<file path="config.mk">
export PLATFORM = sky130hd
export DESIGN_NAME = dif_decoder
export DESIGN_NICKNAME = d
export VERILOG_FILES = /design/src/hdl/dif_pkg.sv /design/src/hdl/dif_operand_check.sv /design/src/hdl/dif_flag_bank.sv /design/src/hdl/dif_decoder.sv
export SDC_FILE = /design/constraint.sdc
export NUM_CORES = 1
export LEC_CHECK = 0
export ABC_AREA = 1
export BUFFER_PORTS_ARGS = -buffer_cell sky130_fd_sc_hd__clkbuf_2
export CAP_MARGIN = 20
export CORE_MARGIN = 2
export CORE_UTILIZATION = 46
export CTS_BUF_LIST = sky130_fd_sc_hd__clkbuf_8
export DETAILED_ROUTE_END_ITERATION = 8
export MAX_ROUTING_LAYER = met4
export PLACE_DENSITY = 0.77
export SLEW_MARGIN = 20
export SYNTH_ARGS = -nofsm -noshare
export SYNTH_HDL_FRONTEND = slang
export SYNTH_HIERARCHICAL = 1
export SYNTH_SLANG_ARGS = --single-unit
</file>
<file path="constraint.sdc">
create_clock -name CLK -period 3.2 [get_ports CLK]
set_input_delay 0.64 -clock CLK [delete_from_list [all_inputs] [get_ports CLK]]
set_output_delay 0.64 -clock CLK [all_outputs]
set_load 0.05 [all_outputs]
</file>
<file path="src/hdl/dif_pkg.sv">
// Constants shared by the instruction format and timing front end.
// Assumes a 24-bit instruction word stream and a 32-bit APB register bus.
package dif_pkg;

  localparam int WORD_W = 24;
  localparam int NFLAGS = 9;
  localparam int ADDR_W = 12;

  // Opcode values of the special instruction kinds
  localparam logic [7:0] OPC_NOP = 8'h00;
  localparam logic [7:0] OPC_IND_JUMP = 8'h01;
  localparam logic [7:0] OPC_CALL_LONG = 8'h02;
  localparam logic [7:0] OPC_JUMP_LONG = 8'h04;
  localparam logic [7:0] OPC_RETURN = 8'h06;
  localparam logic [7:0] OPC_INT_EXIT = 8'h07;
  localparam logic [7:0] OPC_LOOP_LONG = 8'h08;
  localparam logic [7:0] OPC_BRANCH = 8'h37;
  localparam logic [7:0] OPC_DMOV = 8'hF8;

  // Opcode groups, selected by the upper opcode nibble
  localparam logic [3:0] GRP_COND_BR = 4'h3;
  localparam logic [3:0] GRP_WORK_LO = 4'h4;
  localparam logic [3:0] GRP_WORK_HI = 4'h7;
  localparam logic [3:0] GRP_FILE = 4'h8;
  localparam logic [3:0] GRP_LIT = 4'h9;
  localparam logic [3:0] GRP_BIT = 4'hA;
  localparam logic [3:0] GRP_DSP = 4'hC;
  localparam logic [3:0] GRP_TABLE = 4'hD;
  localparam logic [3:0] GRP_SKIP = 4'hE;

  // Added no-operation cycles per kind
  localparam logic [1:0] XTRA_BRANCH = 2'h1;
  localparam logic [1:0] XTRA_TABLE = 2'h1;
  localparam logic [1:0] XTRA_RETURN = 2'h2;
  localparam logic [1:0] XTRA_DMOV = 2'h1;
  localparam logic [1:0] XTRA_COND = 2'h1;

  // Operand field positions inside a word
  localparam int F_OPC_LSB = 16;
  localparam int F_FILE_LSB = 0;
  localparam int F_DSEL = 15;
  localparam int F_BASE_LSB = 12;
  localparam int F_DMODE_LSB = 10;
  localparam int F_DREG_LSB = 6;
  localparam int F_SMODE_LSB = 4;
  localparam int F_SREG_LSB = 0;
  localparam int F_LIT_LSB = 4;
  localparam int F_LSIGN = 14;
  localparam int F_BIT_LSB = 12;
  localparam int F_ACC = 15;
  localparam int F_WB_TGT = 14;
  localparam int F_PAIR_LSB = 11;
  localparam int F_ADDR_LSB = 1;

  // Operand limits and constants
  localparam logic [9:0] ULIT_BYTE_MAX = 10'h0FF;
  localparam logic [1:0] WB_STEP = 2'h2;
  localparam logic [2:0] PAIR_LAST = 3'h5;

  // Flag bit positions
  localparam int FLG_C = 0;
  localparam int FLG_DIGIT_CARRY = 1;
  localparam int FLG_N = 2;
  localparam int FLG_OVERFLOW = 3;
  localparam int FLG_Z = 4;
  localparam int FLG_ACC_A_OVERFLOW = 5;
  localparam int FLG_ACC_B_OVERFLOW = 6;
  localparam int FLG_ACC_A_SATURATE = 7;
  localparam int FLG_ACC_B_SATURATE = 8;

  // Register byte offsets and reset values
  localparam logic [11:0] REG_CTRL = 12'h000;
  localparam logic [11:0] REG_FLAGS = 12'h004;
  localparam logic [11:0] REG_DECODE = 12'h008;
  localparam logic [11:0] REG_ERR = 12'h00C;
  localparam logic CTRL_RST = 1'b0;
  localparam logic [2:0] ERR_RST = 3'h0;
  localparam int ERR_SECOND = 0;
  localparam int ERR_PAIR = 1;
  localparam int ERR_LIT = 2;

  typedef enum logic [4:0] {
    ST_FETCH = 5'b00001,
    ST_SECOND = 5'b00010,
    ST_STALL = 5'b00100,
    ST_SKIP = 5'b01000,
    ST_SKIP2 = 5'b10000
  } dif_state_t;

endpackage

</file>
<file path="src/hdl/dif_operand_check.sv">
// Operand legality checks: literal range and multiplier register pair.
// Assumes raw fields straight from the decode word; purely combinational.
`timescale 1ns/1ps
module dif_operand_check
  import dif_pkg::*;
(
  input wire logic [9:0] lit_raw,
  input wire logic byte_mode,
  input wire logic lit_signed,
  input wire logic [2:0] pair_code,
  output logic lit_ok,
  output logic pair_ok,
  output logic [3:0] mul_x,
  output logic [3:0] mul_y
);

  // Signed literals span -512..511 whatever the width mode
  assign lit_ok = lit_signed | ~byte_mode | (lit_raw <= ULIT_BYTE_MAX);

  // Only six pairs exist; codes 6 and 7 are refused
  assign pair_ok = (pair_code <= PAIR_LAST);
  assign mul_x = (pair_code < 3'h3) ? 4'h4 : (pair_code < 3'h5) ? 4'h5 : 4'h6;
  assign mul_y = (pair_code == 3'h0) ? 4'h5 :
                 ((pair_code == 3'h1) || (pair_code == 3'h3)) ? 4'h6 : 4'h7;

endmodule // dif_operand_check

</file>
<file path="src/hdl/dif_flag_bank.sv">
// Status flag bank with per-bit write enables and a hold input.
// Assumes enables come from the execution unit on the same clock.
`timescale 1ns/1ps
module dif_flag_bank
  import dif_pkg::*;
#(
  parameter int N = NFLAGS
) (
  input wire logic CLK,
  input wire logic RESETN,
  input wire logic hold,
  input wire logic [N-1:0] we,
  input wire logic [N-1:0] din,
  output logic [N-1:0] flags_q
);

  logic [N-1:0] flags_d;

  // Hold freezes every flag during inserted no-operation cycles
  assign flags_d = hold ? flags_q : ((flags_q & ~we) | (din & we));

  // Flags kept per bit as each instruction asks
  always_ff @(posedge CLK or negedge RESETN) begin
    if (!RESETN) begin
      flags_q <= '0;
    end else begin
      flags_q <= flags_d;
    end
  end

endmodule // dif_flag_bank

</file>
<file path="src/hdl/dif_decoder.sv">
// Instruction format decoder and cycle sequencer with APB status registers.
// Assumes program memory offers one 24-bit word per accepted cycle and
// COND_TRUE is valid together with IWORD.
//
// Overview of operation
// - 24-bit words, 8-bit opcode then operand fields
// - exactly three opcodes occupy two words
// - two-word instruction is 48 bits, zero top byte
// - orphaned second word executes as no operation
// - one cycle; taken condition adds one idle cycle
// - branches, tables, returns take two or three cycles
// - taken skip costs two or three cycles
// - double moves and two-word instructions take two cycles
// - file instructions give address and file/W0 destination
// - W instructions give base, source, destination registers
// - file address spans zero through 0x1FFF
// - unsigned literal max 255 byte, 1023 word
// - program address literal is always even
// - write-back goes to W13 or [W13] post-increment 2
// - four-bit field selects bit 0 through 15
// - DSP operations select accumulator A or B
// - arithmetic and DSP status flags are kept
// - signed literal is two's complement -512..511
// - multiplier operands only from six register pairs
`timescale 1ns/1ps
module dif_decoder
  import dif_pkg::*;
(
  input wire logic CLK,
  input wire logic RESETN,
  input wire logic PSEL,
  input wire logic PENABLE,
  input wire logic PWRITE,
  input wire logic [ADDR_W-1:0] PADDR,
  input wire logic [31:0] PWDATA,
  output logic [31:0] PRDATA,
  output logic PREADY,
  output logic PSLVERR,
  input wire logic IWORD_VALID,
  input wire logic [WORD_W-1:0] IWORD,
  input wire logic COND_TRUE,
  output logic IWORD_READY,
  output logic EXEC_VALID,
  output logic EXEC_NOP,
  output logic [7:0] OPCODE,
  output logic BYTE_MODE,
  output logic [12:0] FILE_ADDR,
  output logic DEST_IS_FILE,
  output logic [3:0] BASE_SOURCE_REG,
  output logic [3:0] SECOND_SOURCE_REG,
  output logic [1:0] SRC_MODE,
  output logic [3:0] DEST_REG,
  output logic [1:0] DST_MODE,
  output logic [9:0] UNSIGNED_TEN_BIT_LITERAL,
  output logic signed [9:0] SIGNED_TEN_BIT_LITERAL,
  output logic [3:0] BIT_POSITION_SELECT,
  output logic ACC_SEL,
  output logic ACCUMULATOR_WRITEBACK_TARGET,
  output logic [1:0] WB_POST_INC,
  output logic [3:0] MUL_X,
  output logic [3:0] MUL_Y,
  output logic [22:0] PROGRAM_ADDRESS_LITERAL,
  input wire logic [NFLAGS-1:0] FLAG_WE,
  input wire logic [NFLAGS-1:0] FLAG_IN,
  output logic [NFLAGS-1:0] STATUS_FLAGS
);

  ////////////////////////////////////////////////////////////////////////////
  // Word classification

  dif_state_t state_q, state_d;
  logic [WORD_W-1:0] first_q;
  logic [1:0] cnt_q, cnt_d;
  logic enable_q;
  logic [2:0] err_q, err_set;

  wire [7:0] opc = IWORD[F_OPC_LSB +: 8];
  wire [3:0] grp = opc[7:4];
  wire accept = IWORD_VALID & IWORD_READY;
  wire is_two = (opc == OPC_CALL_LONG) | (opc == OPC_JUMP_LONG) | (opc == OPC_LOOP_LONG);
  wire top_zero = (opc == 8'h00);
  wire in_fetch = (state_q == ST_FETCH);
  wire in_second = (state_q == ST_SECOND);
  wire in_skip = (state_q == ST_SKIP) | (state_q == ST_SKIP2);

  // Fields come from the held first word while a second word is taken
  wire [WORD_W-1:0] dw = in_second ? first_q : IWORD;
  wire [7:0] dopc = dw[F_OPC_LSB +: 8];
  wire [3:0] dgrp = dopc[7:4];
  wire dbyte = dopc[0];
  wire dsigned = dw[F_LSIGN];

  logic lit_ok, pair_ok;
  logic [3:0] mul_x, mul_y;

  dif_operand_check u_check (
    .lit_raw(dw[F_LIT_LSB +: 10]),
    .byte_mode(dbyte),
    .lit_signed(dsigned),
    .pair_code(dw[F_PAIR_LSB +: 3]),
    .lit_ok(lit_ok),
    .pair_ok(pair_ok),
    .mul_x(mul_x),
    .mul_y(mul_y)
  );

  // Out-of-range literals and unknown pairs are executed as no operation
  wire bad_lit = (dgrp == GRP_LIT) & ~lit_ok;
  wire bad_pair = (dgrp == GRP_DSP) & ~pair_ok;
  wire illegal = bad_lit | bad_pair;

  // Extra idle cycles for the single-word kinds
  wire [1:0] xtra =
    illegal ? 2'h0 :
    ((opc == OPC_BRANCH) || (opc == OPC_IND_JUMP)) ? XTRA_BRANCH :
    ((opc == OPC_RETURN) || (opc == OPC_INT_EXIT)) ? XTRA_RETURN :
    (grp == GRP_TABLE) ? XTRA_TABLE :
    (opc == OPC_DMOV) ? XTRA_DMOV :
    ((grp == GRP_COND_BR) && COND_TRUE) ? XTRA_COND : 2'h0;
  wire skip_go = (grp == GRP_SKIP) & COND_TRUE & ~illegal;

  // Fetch is open while enabled unless the core is burning an idle cycle
  assign IWORD_READY = enable_q & (state_q != ST_STALL);

  ////////////////////////////////////////////////////////////////////////////
  // Sequencer

  always_comb begin
    state_d = state_q;
    cnt_d = cnt_q;
    unique case (state_q)
      ST_FETCH: begin
        if (accept) begin
          if (is_two) begin
            state_d = ST_SECOND;
          end else if (skip_go) begin
            state_d = ST_SKIP;
          end else if (xtra != 2'h0) begin
            state_d = ST_STALL;
            cnt_d = xtra;
          end
        end
      end
      ST_SECOND: begin
        if (accept) begin
          state_d = ST_FETCH;
        end
      end
      ST_STALL: begin
        cnt_d = cnt_q - 2'h1;
        if (cnt_q == 2'h1) begin
          state_d = ST_FETCH;
        end
      end
      ST_SKIP: begin
        // A skipped two-word instruction costs one more discarded word
        if (accept) begin
          state_d = is_two ? ST_SKIP2 : ST_FETCH;
        end
      end
      ST_SKIP2: begin
        if (accept) begin
          state_d = ST_FETCH;
        end
      end
    endcase
  end

  always_ff @(posedge CLK or negedge RESETN) begin
    if (!RESETN) begin
      state_q <= ST_FETCH;
      cnt_q <= 2'h0;
      first_q <= '0;
    end else begin
      state_q <= state_d;
      cnt_q <= cnt_d;
      first_q <= (in_fetch & accept & is_two) ? IWORD : first_q;
    end
  end

  ////////////////////////////////////////////////////////////////////////////
  // Issue and operand outputs

  // A second word with a non-zero top byte is refused as a no operation
  wire second_bad = in_second & accept & ~top_zero;
  wire issue = accept & ((in_fetch & ~is_two) | in_second);
  wire issue_nop = (in_fetch & top_zero) | illegal | second_bad;
  wire valid_d = issue & ~issue_nop;
  wire nop_d = (issue & issue_nop) | (state_q == ST_STALL) | (accept & in_skip);

  wire [22:0] addr_d = in_second ? {IWORD[6:0], dw[15:F_ADDR_LSB], 1'b0} :
                                   {7'h00, dw[15:F_ADDR_LSB], 1'b0};

  always_ff @(posedge CLK or negedge RESETN) begin
    if (!RESETN) begin
      EXEC_VALID <= 1'b0;
      EXEC_NOP <= 1'b0;
    end else begin
      EXEC_VALID <= valid_d;
      EXEC_NOP <= nop_d;
    end
  end

  // Operand fields follow the word only when it really executes
  always_ff @(posedge CLK or negedge RESETN) begin
    if (!RESETN) begin
      OPCODE <= 8'h00;
      BYTE_MODE <= 1'b0;
      FILE_ADDR <= 13'h0000;
      DEST_IS_FILE <= 1'b0;
      BASE_SOURCE_REG <= 4'h0;
      SECOND_SOURCE_REG <= 4'h0;
      SRC_MODE <= 2'h0;
      DEST_REG <= 4'h0;
      DST_MODE <= 2'h0;
      UNSIGNED_TEN_BIT_LITERAL <= 10'h000;
      SIGNED_TEN_BIT_LITERAL <= 10'h000;
      BIT_POSITION_SELECT <= 4'h0;
      ACC_SEL <= 1'b0;
      ACCUMULATOR_WRITEBACK_TARGET <= 1'b0;
      MUL_X <= 4'h4;
      MUL_Y <= 4'h5;
      PROGRAM_ADDRESS_LITERAL <= 23'h000000;
    end else if (valid_d) begin
      OPCODE <= dopc;
      BYTE_MODE <= dbyte;
      FILE_ADDR <= dw[F_FILE_LSB +: 13];
      DEST_IS_FILE <= dw[F_DSEL];
      BASE_SOURCE_REG <= dw[F_BASE_LSB +: 4];
      SECOND_SOURCE_REG <= dw[F_SREG_LSB +: 4];
      SRC_MODE <= dw[F_SMODE_LSB +: 2];
      DEST_REG <= (dgrp == GRP_LIT) ? dw[F_SREG_LSB +: 4] : dw[F_DREG_LSB +: 4];
      DST_MODE <= dw[F_DMODE_LSB +: 2];
      UNSIGNED_TEN_BIT_LITERAL <= dw[F_LIT_LSB +: 10];
      SIGNED_TEN_BIT_LITERAL <= dw[F_LIT_LSB +: 10];
      BIT_POSITION_SELECT <= dw[F_BIT_LSB +: 4];
      ACC_SEL <= dw[F_ACC];
      ACCUMULATOR_WRITEBACK_TARGET <= dw[F_WB_TGT];
      MUL_X <= mul_x;
      MUL_Y <= mul_y;
      PROGRAM_ADDRESS_LITERAL <= addr_d;
    end
  end

  // Post-increment applies only when write-back goes through memory
  assign WB_POST_INC = ACCUMULATOR_WRITEBACK_TARGET ? WB_STEP : 2'h0;

  // Flags move only in cycles that truly execute
  dif_flag_bank #(.N(NFLAGS)) u_flags (
    .CLK(CLK),
    .RESETN(RESETN),
    .hold(~EXEC_VALID),
    .we(FLAG_WE),
    .din(FLAG_IN),
    .flags_q(STATUS_FLAGS)
  );

  ////////////////////////////////////////////////////////////////////////////
  // APB slave

  logic [31:0] prdata_q;
  logic [10:0] last_q;

  wire setup = PSEL & ~PENABLE;
  wire access = PSEL & PENABLE;
  wire hit_ctrl = (PADDR == REG_CTRL);
  wire hit_flags = (PADDR == REG_FLAGS);
  wire hit_dec = (PADDR == REG_DECODE);
  wire hit_err = (PADDR == REG_ERR);
  wire mapped = hit_ctrl | hit_flags | hit_dec | hit_err;
  wire wr_ctrl = access & PWRITE & hit_ctrl;
  wire wr_err = access & PWRITE & hit_err;
  wire [31:0] rd_mux = hit_ctrl ? {31'h0, enable_q} :
                       hit_flags ? {23'h0, STATUS_FLAGS} :
                       hit_dec ? {21'h0, last_q} :
                       hit_err ? {29'h0, err_q} : 32'h0;

  assign PREADY = 1'b1;
  assign PSLVERR = access & ~mapped;
  assign PRDATA = prdata_q;
  assign err_set = {bad_lit & issue & in_fetch, bad_pair & issue & in_fetch, second_bad};

  // Read data is captured in the setup cycle so it leaves a flip-flop
  always_ff @(posedge CLK or negedge RESETN) begin
    if (!RESETN) begin
      prdata_q <= 32'h0;
      enable_q <= CTRL_RST;
      err_q <= ERR_RST;
      last_q <= 11'h000;
    end else begin
      prdata_q <= setup ? rd_mux : prdata_q;
      enable_q <= wr_ctrl ? PWDATA[0] : enable_q;
      // New errors win over a clear in the same cycle
      err_q <= (err_q & ~(wr_err ? PWDATA[2:0] : 3'h0)) | err_set;
      last_q <= valid_d ? {xtra, in_second, dopc} : last_q;
    end
  end
endmodule // dif_decoder

</file>
-- After elaboration in Yosys (flattened, before gate mapping)
Cells that the tools add are included.
- memory bits (read-only): 0
- memories: 0
- output and inout port bits: 144
- logic and storage cells: 163
- flip-flop bits (word level): 170
- latch bits: 0
- bits of input ports: 93
- memory bits (writable): 0
- magnitude comparators: 4
- div/mod/pow operators: 0
- shift-type cells: 0
- $mul: 0
- bitwise gates (word level): 56
- muxes and demuxes: 33
- eq/ne operators: 33
- add/subtract/negate cells: 1
- reductions and logical operators: 12
- operators with widths (kind ; number):
    two-way mux 5 bit ; 8
    two-way mux 11 bit ; 3
    bitwise AND 1 bit ; 26
    equality test 12 x 4 -> 1 bit (second input constant) ; 2
    equality test 8 x 3 -> 1 bit (second input constant) ; 3
    two-way mux 24 bit ; 1
    two-way mux 23 bit ; 1
    case mux 5 bit (4 select lines) ; 1
    bitwise AND 9 bit ; 2
    two-way mux 2 bit ; 9
    equality test 4 bit (second input constant) ; 4
    bitwise OR 1 bit ; 14
    equality test 12 x 3 -> 1 bit (second input constant) ; 1
    logical NOT 12 bit ; 1
    two-way mux 4 bit ; 3
    <= comparator 10 x 8 -> 1 bit (second input constant) ; 1
    != test 2 bit (second input constant) ; 5
    AND reduction 5 bit ; 2
    NOT 1 bit ; 9
    NOT 9 bit ; 1
    bitwise OR 9 bit ; 1
    equality test 8 x 1 -> 1 bit (second input constant) ; 1
    equality test 8 x 2 -> 1 bit (second input constant) ; 1
    equality test 8 x 4 -> 1 bit (second input constant) ; 1
    30 further kinds ; 38

-- Logic depth before layout (Yosys ltp)
Gate-level depths: netlist of the first run.
- depth after elaboration: 15
- mapped depth: 22
- mapped depth without buffers: 18

-- By module
The synthesis of the first run kept the hierarchy.
- modules (own cells, without submodules) (module ; area an instance (um^2) ; cells each ; sequential area each (um^2) ; times used):
    dif_decoder ; 5385.2 ; 686 ; 2357.3 ; 1
    dif_flag_bank ; 392.9 ; 47 ; 225.2 ; 1
    dif_operand_check ; 88.8 ; 17 ; 0.0 ; 1

-- Worst setup path after synthesis of the first run
OpenSTA, ideal clock, no wires.
- kind: register to register
- from: register state_q[0]
- to: register FILE_ADDR[3]
- clock period less this slack: 2.689 ns
- path buffers: 4
- setup time: 0.126 ns
- arrival time: 2.563 ns
- data required time: 3.074 ns
- slack: 0.511 ns
- cell stages (with the launch flop): 20
- path through: dfstp_2 -> nor2_4 -> nand3_4 -> buf_6 -> clkinv_1 -> buf_2 -> buf_2 -> nand2_1 -> o21ai_0 -> o21ai_0 -> inv_1 -> nand3_2 -> nand2_1 -> inv_2 -> nand2_8 -> inv_6 -> nand2_8 -> buf_6 -> nand2_1 -> o21ai_2
- word-level cells in the longest chain between the ends: 12
- elaborated cells on any way between the ends: 28
- those cells by class: 2 x order compare; 5 x eq/ne; 1 x mux; 20 x bitwise
- RTL lines (item ; line ; source):
    from (decl) ; dif_decoder.sv:71 ; dif_state_t state_q, state_d;
    from (signal assigned) ; dif_decoder.sv:175 ; state_q <= state_d;
    equality test 5 x 2 -> 1 bit (*) ; dif_decoder.sv:83 ; wire in_second = (state_q == ST_SECOND);
    two-way mux 24 bit (*) ; dif_decoder.sv:87 ; wire [WORD_W-1:0] dw = in_second ? first_q : IWORD;
    branches (longest 2 deep; another with <= comparator 10 x 8 -> 1 bit) ; - ;
    bitwise OR 1 bit (*) ; dif_operand_check.sv:18 ; assign lit_ok = lit_signed | ~byte_mode | (lit_raw <= ULIT_BYTE_MAX);
    named net lit_ok ; dif_decoder.sv:93 ; logic lit_ok, pair_ok;
    NOT 1 bit (*) ; dif_decoder.sv:108 ; wire bad_lit = (dgrp == GRP_LIT) & ~lit_ok;
    bitwise AND 1 bit (*) ; dif_decoder.sv:108 ;
    bitwise OR 1 bit (*) ; dif_decoder.sv:110 ; wire illegal = bad_lit | bad_pair;
    bitwise OR 1 bit (*) (2 in series) ; dif_decoder.sv:187 ; wire issue_nop = (in_fetch & top_zero) | illegal | second_bad;
    NOT 1 bit (*) ; dif_decoder.sv:188 ; wire valid_d = issue & ~issue_nop;
    bitwise AND 1 bit (*) ; dif_decoder.sv:188 ;
    to (signal assigned) ; dif_decoder.sv:227 ; FILE_ADDR <= dw[F_FILE_LSB +: 13];
    to (decl) ; dif_decoder.sv:47 ; output logic [12:0] FILE_ADDR,
Mark *: on every way through the listed nets, which the timed path passes.
A chain may end at the register's enable or synchronous reset.

-- Worst setup path in the final report of the first run
- from: register state_q[0]
- to: register last_q[8]
- elaborated cells on any way between the ends: 28
- those cells by class: 2 x order compare; 5 x eq/ne; 1 x mux; 20 x bitwise
- RTL lines (item ; line ; source):
    equality test 5 x 2 -> 1 bit ; dif_decoder.sv:83 ;
    two-way mux 24 bit ; dif_decoder.sv:87 ;
    <= comparator 3 bit ; dif_operand_check.sv:21 ; assign pair_ok = (pair_code <= PAIR_LAST);
    named net pair_ok ; dif_decoder.sv:93 ;
    NOT 1 bit ; dif_decoder.sv:109 ; wire bad_pair = (dgrp == GRP_DSP) & ~pair_ok;
    bitwise AND 1 bit ; dif_decoder.sv:109 ;
    bitwise OR 1 bit ; dif_decoder.sv:110 ;
    bitwise OR 1 bit (2 in series) ; dif_decoder.sv:187 ;
    NOT 1 bit ; dif_decoder.sv:188 ;
    bitwise AND 1 bit ; dif_decoder.sv:188 ;
    to (signal assigned) ; dif_decoder.sv:295 ; last_q <= valid_d ? {xtra, in_second, dopc} : last_q;
    to (decl) ; dif_decoder.sv:262 ; logic [10:0] last_q;
The timed path passes the listed nets, and every way through them passes these cells.

==> results of run 1 <==
synth_stat cells, drive strengths merged:
| library cell | count |
|---|---|
| nand2 | 257 |
| buf | 100 |
| dfrtp | 99 |
| o21ai | 78 |
| inv | 76 |
| nor2 | 47 |
| nand3 | 32 |
| nand4 | 14 |
| a21oi | 8 |
| clkbuf | 7 |
| nor3 | 7 |
| conb | 4 |
| dfstp | 4 |
| o22ai | 3 |
| or2 | 3 |
| nor4 | 2 |
| o211ai | 2 |
| o31ai | 2 |
| a31o | 1 |
| clkinv | 1 |
| ha | 1 |
| nand3b | 1 |
| o21bai | 1 |
layout make-up:
type | count | share of cell area [%]
flip-flops and latches | 103 | 39.4
clock inverters | 3 | 0.267
inverters | 77 | 4.52
well taps | 172 | 3.28
multi-input cells | 487 | 34.7
diodes | 1 | 0.0381
repair buffers | 193 | 15.3
clock buffers | 12 | 2.52
critical path, cell delays in order, from the launching register on:
cell and delay [ps]:
sky130_fd_sc_hd__dfstp_2 590, sky130_fd_sc_hd__nor2_4 70, sky130_fd_sc_hd__nand3_4 60, sky130_fd_sc_hd__clkinv_1 300
sky130_fd_sc_hd__o21ai_1 330, sky130_fd_sc_hd__buf_4 200, sky130_fd_sc_hd__nand2_1 50, sky130_fd_sc_hd__inv_1 50
sky130_fd_sc_hd__nand3_1 80, sky130_fd_sc_hd__nor2_1 140, sky130_fd_sc_hd__nand2_2 140, sky130_fd_sc_hd__nand2_1 110
sky130_fd_sc_hd__inv_2 70, sky130_fd_sc_hd__nand2_8 100, sky130_fd_sc_hd__inv_6 50, sky130_fd_sc_hd__nand2_1 220
sky130_fd_sc_hd__o21ai_0 150
power by group through the flow:
stage | logic [W] | registers [W] | clock network [W]
detailed placement | 0.000405 | 0.00136 | 0
CTS | 0.000407 | 0.00133 | 0.000788
global route | 0.000453 | 0.00134 | 0.000835
global placement | 0.000400 | 0.00136 | 0
floorplan | 0.000300 | 0.00137 | 0
finish | 0.000406 | 0.00133 | 0.000766
what timing repair did:
action                                  4_1_cts  5_1_grt
gates resized for setup                       0        1
endpoints found under the hold margin         0        0
endpoints found under the setup margin        0        3
logic make-up after synthesis:
logic type,synth area share [%]
simple gates,27.6
buf+inv,18.7
flops,44.0
compound gates,9.15
other cells,0.256
fa+ha+maj,0.213
final timing paths:
check	startpoint	endpoint	slack, ps
worst max-delay path	state_q[0]	last_q[8]	340
worst min-delay path	RESETN	EXEC_NOP	360
worst max register to register	state_q[0]	last_q[8]	340
worst min register to register	MUL_X[2]	MUL_X[2]	460
max in group asynchronous	RESETN	PROGRAM_ADDRESS_LITERAL[18]	2040
min in group CLK	MUL_X[2]	MUL_X[2]	460
flip-flops by register name (all words and copies together), names as in the netlist, named ones only:
signal	cells
MUL_X	4
BIT_POSITION_SELECT	2
PRDATA	11
SIGNED_TEN_BIT_LITERAL	1
PROGRAM_ADDRESS_LITERAL	8
EXEC_VALID	1
OPCODE	7
FILE_ADDR	12
EXEC_NOP	1
state_q	5
DEST_REG	4
enable_q	1
last_q	4
first_q	24
MUL_Y	4
cnt_q	2
err_q	3
routing by layer:
metal	vias to the layer above	track usage (%)	wire, um
li1	2480	-	-
met1	2216	25.9	5980
met2	117	32.7	6260
met3	16	3.96	715
met4	0	5.41	138
met5	-	-	0
metrics by stage:
step	total power, W	hold slack [ps]
2_1_floorplan	0.00167	344
3_5_place_dp	0.00176	452
4_1_cts	0.00253	396
6_report	0.00251	362
5_1_grt	0.00263	416
3_3_place_gp	0.00176	450
==> summary.txt, run 1 <==
First-pass GRT wire length: 20,900 um
Number of violations reported at the end of detailed-routing iteration 0: 211
Fraction of layout cells with a size suffix above 1: 28.9%
CTS tree: yes
Placeable Area: 12,500 um2
Gr ovfl total: 0
Placer Congestion: 0.889
Internal power summed over all cells: 0.00176 W
Multi-input combinational cell area: 2280 um2
Total number of placement rows: 41
Clock sink count: 103
Post-Route Skew: 5.95 ps
Most frequent cells in the layout: sky130_fd_sc_hd__nand2_1, sky130_fd_sc_hd__clkbuf_2, sky130_fd_sc_hd__dfrtp_1
Number of placed instances, taps included: 1,032
Dominant cell type by area after synthesis: sky130_fd_sc_hd__dfrtp_1
Cell depth of the worst flop-to-flop path: 16
Count of pins on the block boundary: 237
Final cell count without fillers: 1,048
Clock slew seen by the registers of the worst setup and hold paths: 90 ps
Number of buffers inserted to repair setup after CTS: 0
Final count of pins violating max slew: 0
Number of hold buffers added after CTS: 0
Count of endpoints failing hold in the final timing report: 0
Die width: 117 um
Detail Route Antenna Nets: 0
Latest clock arrival within the worst-skew pair: 360 ps
Final Cell Area: 6560 um2
GRT Resource Usage Total: 20.1%
Sequential fraction of design power: 53.2%
Most common cell after layout, fill and taps aside: sky130_fd_sc_hd__nand2_1
Effective utilization at floorplan: 46.9%
Maximum level of the CTS H-tree: 3
Rel. slew slack: 42.6%
Period utilisation layout: 89.3%
Worst setup EP type: flop
Result of the run: finished, final reports clean
DRC errors left: 0
Maximum resistive drop on vdd: 0.179 mV
Transition time at the pin with the least slew margin: 853 ps
Total net switching power: 0.000749 W
Post-Route Setup TNS: 0 ps
Data required time of the critical path: 3430 ps
Power density of the placed cells: 382 nW/um2
Number of warnings issued by yosys: 6
Logic pwr share: 16.2%
Detailed-route via count: 4,829
1st-pass router iterations: 4
Post-synth cell types: 42
Overall die area: 13,700 um2
Share of the yosys chip area belonging to registers: 44.0%
Via count of the first global-routing pass: 4,403
Buffer type at the clock tree root: sky130_fd_sc_hd__clkbuf_8
Register cell area after layout: 2580 um2
Layout filler cell count: 1,218
Clock power share: 30.6%
Clock buffers created by TritonCTS: 9
Endpoints failing setup: 0
Path class of the lowest-slack min-delay path: primary input to async pin
Worst Setup Slack, final: 344 ps
Number of nets in the final layout: 965
Pin count of the biggest net entering global routing: 66
Share of Yosys cell area claimed by the top area cell type: 42.2%
Net switching share of the total power: 29.9%
Min Tclk post-route: 2860 ps
Sum of routed wire length over all layers: 13,100 um
Startpoint types: flop
Instance area at placement: 6380 um2
Maximum root-to-sink buffer count: 2
RSZ-0062 raised after global routing: no
Cells after Synth: 750
Cell area after synthesis: 5870 um2
Total of buffers placed on input and output ports: 183
Critical-path maximum fanout: 16
Area Overhead vs Synth: 11.8%
Biggest area contributors in the synthesized netlist: sky130_fd_sc_hd__dfrtp_1, sky130_fd_sc_hd__nand2_1, sky130_fd_sc_hd__buf_4
Max-cap viol count: 0
Upper clock frequency limit: 350 MHz
Leak: 3.71 nW
WS Path Type: flop to flop
Syn_area_per_cell: 7.82 um2
Final design utilization: 52.4%
Detailed Place HPWL: 10,100 um
Register bit total from synthesis: 103
Final routed wire length divided by cell count: 12.5 um
Pre-CTS worst setup slack: 325 ps
Vias per Instance: 4.61
Crit path arrival time: 3080 ps
Initial antenna violation count: 1
Die H: 117 um
Note: power is estimated with default switching activity, not from simulation.
==> run 2, diff against run 1 <==
- ABC_AREA: 1 -> not set
- CORE_MARGIN: 2 -> not set
==> run 2 against run 1 <==
Sequential share of layout area down 1.5 points. Non-clock buffer count up 27. Setup slack worse by 300 ps. Design area up 4.1%. Die area down 3.3%. Highest routed layer unchanged. Register-to-register slack worse by 300 ps. Synthesized cell count down 31%. Utilization up 3.5 points. Hold slack worse by 100 ps. Largest power group unchanged. Flip-flop and latch count unchanged. Via count down 12%. Area after synthesis about the same.
==> summary.txt, run 2 <==
Result of the run: finished, final reports clean
Number of violations reported at the end of detailed-routing iteration 0: 259
Net switching share of the total power: 31.6%
Most frequent cells in the layout: sky130_fd_sc_hd__clkbuf_2, sky130_fd_sc_hd__dfrtp_1, sky130_fd_sc_hd__mux2_2
Top FF cell, synth: sky130_fd_sc_hd__dfrtp_1
Final count of pins violating max slew: 0
GRT Resource Usage Total: 21.5%
Effective utilization at floorplan: 48.1%
Die width: 115 um
Count of antenna diodes in the layout: 0
Share of the yosys chip area belonging to registers: 44.0%
Total net switching power: 0.000900 W
Most common cell after layout, fill and taps aside: sky130_fd_sc_hd__clkbuf_2
Register bit total from synthesis: 103
Latest clock arrival within the worst-skew pair: 390 ps
Final routed wire length divided by cell count: 16.1 um
DRC errors left: 0
Maximum level of the CTS H-tree: 3
Number of hold buffers added after CTS: 0
Leak: 3.54 nW
Buffer type at the clock tree root: sky130_fd_sc_hd__clkbuf_8
Initial antenna violation count: 0
Detail Route Antenna Nets: 0
Worst setup EP type: flop
CTS tree: yes
Clock slew seen by the registers of the worst setup and hold paths: 100 ps
Internal power summed over all cells: 0.00195 W
Biggest area contributors in the synthesized netlist: sky130_fd_sc_hd__dfrtp_1, sky130_fd_sc_hd__buf_4, sky130_fd_sc_hd__mux2_2
Post-synth EDFFs: 0
Syn_area_per_cell: 11.4 um2
Reg-to-reg critical path startpoint: state_q[4]
Sum of routed wire length over all layers: 13,400 um
Share of Yosys cell area claimed by the top area cell type: 42.2%
Total of buffers placed on input and output ports: 183
WS Path Type: flop to flop
Upper clock frequency limit: 317 MHz
Ys async rst share: 100%
Top cells by instance count after synthesis: sky130_fd_sc_hd__dfrtp_1, sky130_fd_sc_hd__buf_4, sky130_fd_sc_hd__mux2_2, sky130_fd_sc_hd__mux2_4, sky130_fd_sc_hd__nand2_1
Critical-path maximum fanout: 14
Die H: 115 um
Maximum root-to-sink buffer count: 2
Worst Setup Slack, final: 48.9 ps
Power density of the placed cells: 417 nW/um2
Fraction of layout cells with a size suffix above 1: 49.5%
Placer Congestion: 0.862
1st-pass router iterations: 4
Overall die area: 13,200 um2
Via count of the first global-routing pass: 4,129
Dominant cell type by area after synthesis: sky130_fd_sc_hd__dfrtp_1
Count of pins on the block boundary: 237
Gr ovfl total: 0
Detailed Place HPWL: 10,200 um
Number of nets in the final layout: 752
Sequential fraction of design power: 48.1%
Path class of the lowest-slack min-delay path: primary input to async pin
Pre-CTS worst setup slack: -224 ps
Most used standard cell by instance count after synthesis: sky130_fd_sc_hd__dfrtp_1
Transition time at the pin with the least slew margin: 786 ps
Cell area after synthesis: 5870 um2
First-pass GRT wire length: 21,000 um
Placeable Area: 12,200 um2
Crit path arrival time: 3440 ps
Count of endpoints failing hold in the final timing report: 0
Clock sink count: 103
Crit. Startpoint: state_q[4]
RSZ-0062 raised after global routing: yes
Data required time of the critical path: 3490 ps
Post-synth cell types: 61
Vias per Instance: 5.14
Number of warnings issued by yosys: 6
Max reg flops: 24
Maximum resistive drop on vdd: 0.398 mV
Clock buffers created by TritonCTS: 9
Register ranked first by flip-flop count: first_q
Clock power share: 29.7%
Total number of placement rows: 40
Period utilisation layout: 98.5%
Detailed-route via count: 4,268
Min Tclk post-route: 3150 ps
Final design utilization: 55.9%
Post-Route Skew: 5.47 ps
Startpoint types: flop
Area Overhead vs Synth: 16.3%
Endpoints failing setup: 0
Max-cap viol count: 0
Pin count of the biggest net entering global routing: 57
Rel. slew slack: 47.6%
Logic pwr share: 22.2%
Cells after Synth: 517
==> run 2: cell families after synthesis <==
family,after synthesis,share of synthesized area [%]
buffers and inverters,122,15.0
and+or+nand+nor,108,9.84
DFF,103,44.0
muxes,93,19.8
AOI/OAI and AO/OA,84,10.7
other,4,0.256
xor gates and xnor gates,2,0.298
adders and majority gates,1,0.213
==> run 2: worst max-delay path, cell delays in order (launching register included) <==
cell and delay (ps):
sky130_fd_sc_hd__dfrtp_1 390, sky130_fd_sc_hd__or3_4 390, sky130_fd_sc_hd__or2_4 260, sky130_fd_sc_hd__mux2_4 310
sky130_fd_sc_hd__o211ai_1 260, sky130_fd_sc_hd__nor3b_1 80, sky130_fd_sc_hd__o21ai_1 80, sky130_fd_sc_hd__o31ai_1 90
sky130_fd_sc_hd__o21a_1 200, sky130_fd_sc_hd__or3_4 410, sky130_fd_sc_hd__inv_8 90, sky130_fd_sc_hd__buf_12 160
sky130_fd_sc_hd__mux2_4 310
==> run 2: layout make-up <==
cell class,count,area [um2]
Timing Repair Buffer,220,1260
Multi-Input combinational cell,316,2530
Tap cell,168,210
Fill cell,1040,5380
Clock buffer,9,124
Inverter,8,37.5
Clock inverter,7,82.6
Sequential cell,103,2580
==> run 2: path summary, 6_finish.rpt <==
| check | end | slack (ps) | depth (start not counted) |
|---|---|---|---|
| max in group asynchronous | MUL_Y[2] | 2200 | 2 |
| setup reg to reg | FILE_ADDR[3] | 50 | 12 |
| min in group CLK | flop | 470 | 2 |
| hold reg to reg | PRDATA[5] | 490 | 2 |
| setup / recovery | FILE_ADDR[3] | 50 | 12 |
| hold / removal | EXEC_NOP | 260 | 1 |
==> run 2: through the flow <==
step | power [W] | TNS, ps | instances | area, um2 | hold slack [ps]
detailed placement | 0.00203 | -3930 | 813 | 6580 | 468
global route | 0.00300 | -3500 | 831 | 6830 | 303
floorplan | 0.00185 | -8810 | 541 | 5990 | 344
global placement | 0.00201 | -2270 | 813 | 6580 | 460
finish | 0.00285 | 0 | 831 | 6830 | 258
CTS | 0.00288 | 0 | 829 | 6800 | 270
==> run 2: routing by layer <==
layer / part of all wire (%) / GRT usage (%)
met1: 44 / 26.8
met2: 47 / 33.9
met3: 7.5 / 5.43
met4: 1.5 / 7.27
met5: 0 / -
==> run 2: what timing repair did <==
action / CTS / global route
resized for setup: 3 / 3
buffers inserted: 0 / 2
gates cloned: 0 / 0
pin swaps: 1 / 1
endpoints found under the setup margin: 38 / 38
==> run 2: power by group through the flow <==
stage	Sequential, W	Clock (W)	Combinational, W
after floorplan	0.00143	0	0.000422
after global placement	0.00139	0	0.000616
after detailed placement	0.00139	0	0.000631
after CTS	0.00137	0.000881	0.000633
after global routing	0.00137	0.000928	0.000699
final	0.00137	0.000847	0.000632
==> run 3, diff against run 2 <==
- PLACE_DENSITY: 0.77 -> 0.85
==> run 3 against run 2 <==
The flow now finishes with violations (negative setup slack). Sequential power about the same. Hold slack improved by 15 ps. Die area unchanged. Design area rose by 0.66%. Combinational power is 2% higher. Utilization increased by 0.37 points. Critical path type unchanged. Largest cell class unchanged.
==> summary.txt, run 3 (same netlist as run 2, synthesis figures left out) <==
Clock buffers created by TritonCTS: 9
Slowest stage cell on the critical path: sky130_fd_sc_hd__or3_4
Max-cap viol count: 0
Initial antenna violation count: 0
Fraction of layout cells with a size suffix above 1: 50.2%
WS Path Type: flop to flop
Total of buffers placed on input and output ports: 183
Pre-CTS worst setup slack: -341 ps
Clock sink count: 103
RSZ-0062 raised after global routing: yes
Sum of routed wire length over all layers: 13,700 um
Via count of the first global-routing pass: 4,202
Family with the most delay on the worst path: simple AND/OR/NAND/NOR gates
Overall die area: 13,200 um2
Pin count of the biggest net entering global routing: 56
Count of pins on the block boundary: 237
Worst setup EP type: flop
Transition time at the pin with the least slew margin: 744 ps
Reg-to-reg critical path startpoint: state_q[4]
Detail Route Antenna Nets: 0
Period utilisation layout: 102%
Cells along the critical path: or3_4, or2_4, mux2_2, o211ai_1, nor3b_1, o21ai_1, o31ai_1, o21a_1, or3_4, clkinv_8, buf_12, mux2_2
Die width: 115 um
Design Power: 0.00285 W
Final design utilization: 56.3%
Final routed wire length divided by cell count: 16.4 um
Detailed Place HPWL: 10,300 um
Max reg flops: 24
GRT Resource Usage Total: 21.5%
Register cell area after layout: 2580 um2
Cell depth of the worst flop-to-flop path: 12
Rel. slew slack: 50.4%
First-pass GRT wire length: 20,900 um
Endpoints failing setup: 30
Number of violations reported at the end of detailed-routing iteration 0: 203
DRC errors left: 0
Crit path arrival time: 3550 ps
CP max stage delay: 410 ps
Critical-path maximum fanout: 9
Min Tclk post-route: 3270 ps
Count of antenna diodes in the layout: 0
Worst Setup Slack, final: -68.1 ps
Vias per Instance: 5.14
Die H: 115 um
Maximum root-to-sink buffer count: 2
Power density of the placed cells: 414 nW/um2
Gr ovfl total: 0
Register ranked first by flip-flop count: first_q
Buffer type at the clock tree root: sky130_fd_sc_hd__clkbuf_8
Post-Route Setup TNS: -975 ps
Most common cell after layout, fill and taps aside: sky130_fd_sc_hd__clkbuf_2
Crit. Startpoint: state_q[4]
R2r endpoint: last_q[7]
Final count of pins violating max slew: 0
Number of nets in the final layout: 759
Multi-input combinational cell area: 2530 um2
Data required time of the critical path: 3490 ps
Clock slew seen by the registers of the worst setup and hold paths: 100 ps
Upper clock frequency limit: 306 MHz
Area Overhead vs Synth: 17.0%
Number of placed instances, taps included: 814
Placeable Area: 12,200 um2
Buf+Inv Stages, Crit Path: 2
Post-Route Skew: 11.2 ps
Failing checks: negative setup slack
Reg2Reg Setup Slack: -70 ps
1st-pass router iterations: 5
Maximum level of the CTS H-tree: 3
Result of the run: finished with violations
Final cell count without fillers: 837
Path class of the lowest-slack min-delay path: primary input to async pin
Detailed-route via count: 4,299
Most frequent cells in the layout: sky130_fd_sc_hd__clkbuf_2, sky130_fd_sc_hd__dfrtp_1, sky130_fd_sc_hd__mux2_2
Maximum resistive drop on vdd: 0.242 mV
Placer Congestion: 0.854
Startpoint types: flop
Leak: 3.57 nW
Latest clock arrival within the worst-skew pair: 390 ps
Count of endpoints failing hold in the final timing report: 0
Effective utilization at floorplan: 48.1%
CTS tree: yes
Total number of placement rows: 40
Number of hold buffers added after CTS: 0
Layout filler cell count: 1,065
[run 3: cell count changes in the layout (fill, tap and decap cells not counted), moves of 2 or more]
cell	change
sky130_fd_sc_hd__buf_4	+7
sky130_fd_sc_hd__clkinv_4	-3
sky130_fd_sc_hd__inv_6	+3
sky130_fd_sc_hd__inv_8	-2
sky130_fd_sc_hd__mux2_2	+3
sky130_fd_sc_hd__mux2_4	-3
[run 3: how the worst max path moves through the flow]
stage	to	depth (start not counted)
2_1_floorplan	SIGNED_TEN_BIT_LITERAL[8]	16
3_3_place_gp	PROGRAM_ADDRESS_LITERAL[21]	11
3_5_place_dp	PROGRAM_ADDRESS_LITERAL[22]	11
4_1_cts	FILE_ADDR[2]	12
5_1_grt	last_q[7]	12
6_report	last_q[7]	12
[run 3: per-layer routing]
metal	vias to the layer above	part of all wire (%)	wire, um	global-route usage (%)
li1	2009	-	-	-
met1	2086	44	5970	25.7
met2	189	49	6690	35.2
met3	15	6.6	904	5.11
met4	0	1.1	152	7.79
met5	-	0	0	-
[run 3: area by class of cell]
cell class                 count  share of cell area (%)
clock buffer                   9                    1.80
timing repair buffer         227                    19.2
multi-input combinational    316                    36.8
sequential                   103                    37.6
tap                          168                    3.06
clock inverter                 6                    1.00
inverter                       8                   0.619
[run 3: per-stage QoR]
stage                     hold WS (ps)  cell area (um2)
final                              274             6870
after global routing               313             6870
after CTS                          277             6810
after detailed placement           468             6570
after global placement             461             6570
after floorplan                    344             5990
[run 3: what timing repair did]
action	CTS	global route
setup endpoints to repair	46	41
buffers inserted	4	3
resized for setup	3	4
cloned	0	1
pin swaps	1	1
[run 3: report_power, final]
| part | internal [W] | switching [W] |
|---|---|---|
| Sequential | 0.00135 | 0.0000208 |
| Clock | 0.000364 | 0.000472 |
| Combinational | 0.000236 | 0.000408 |
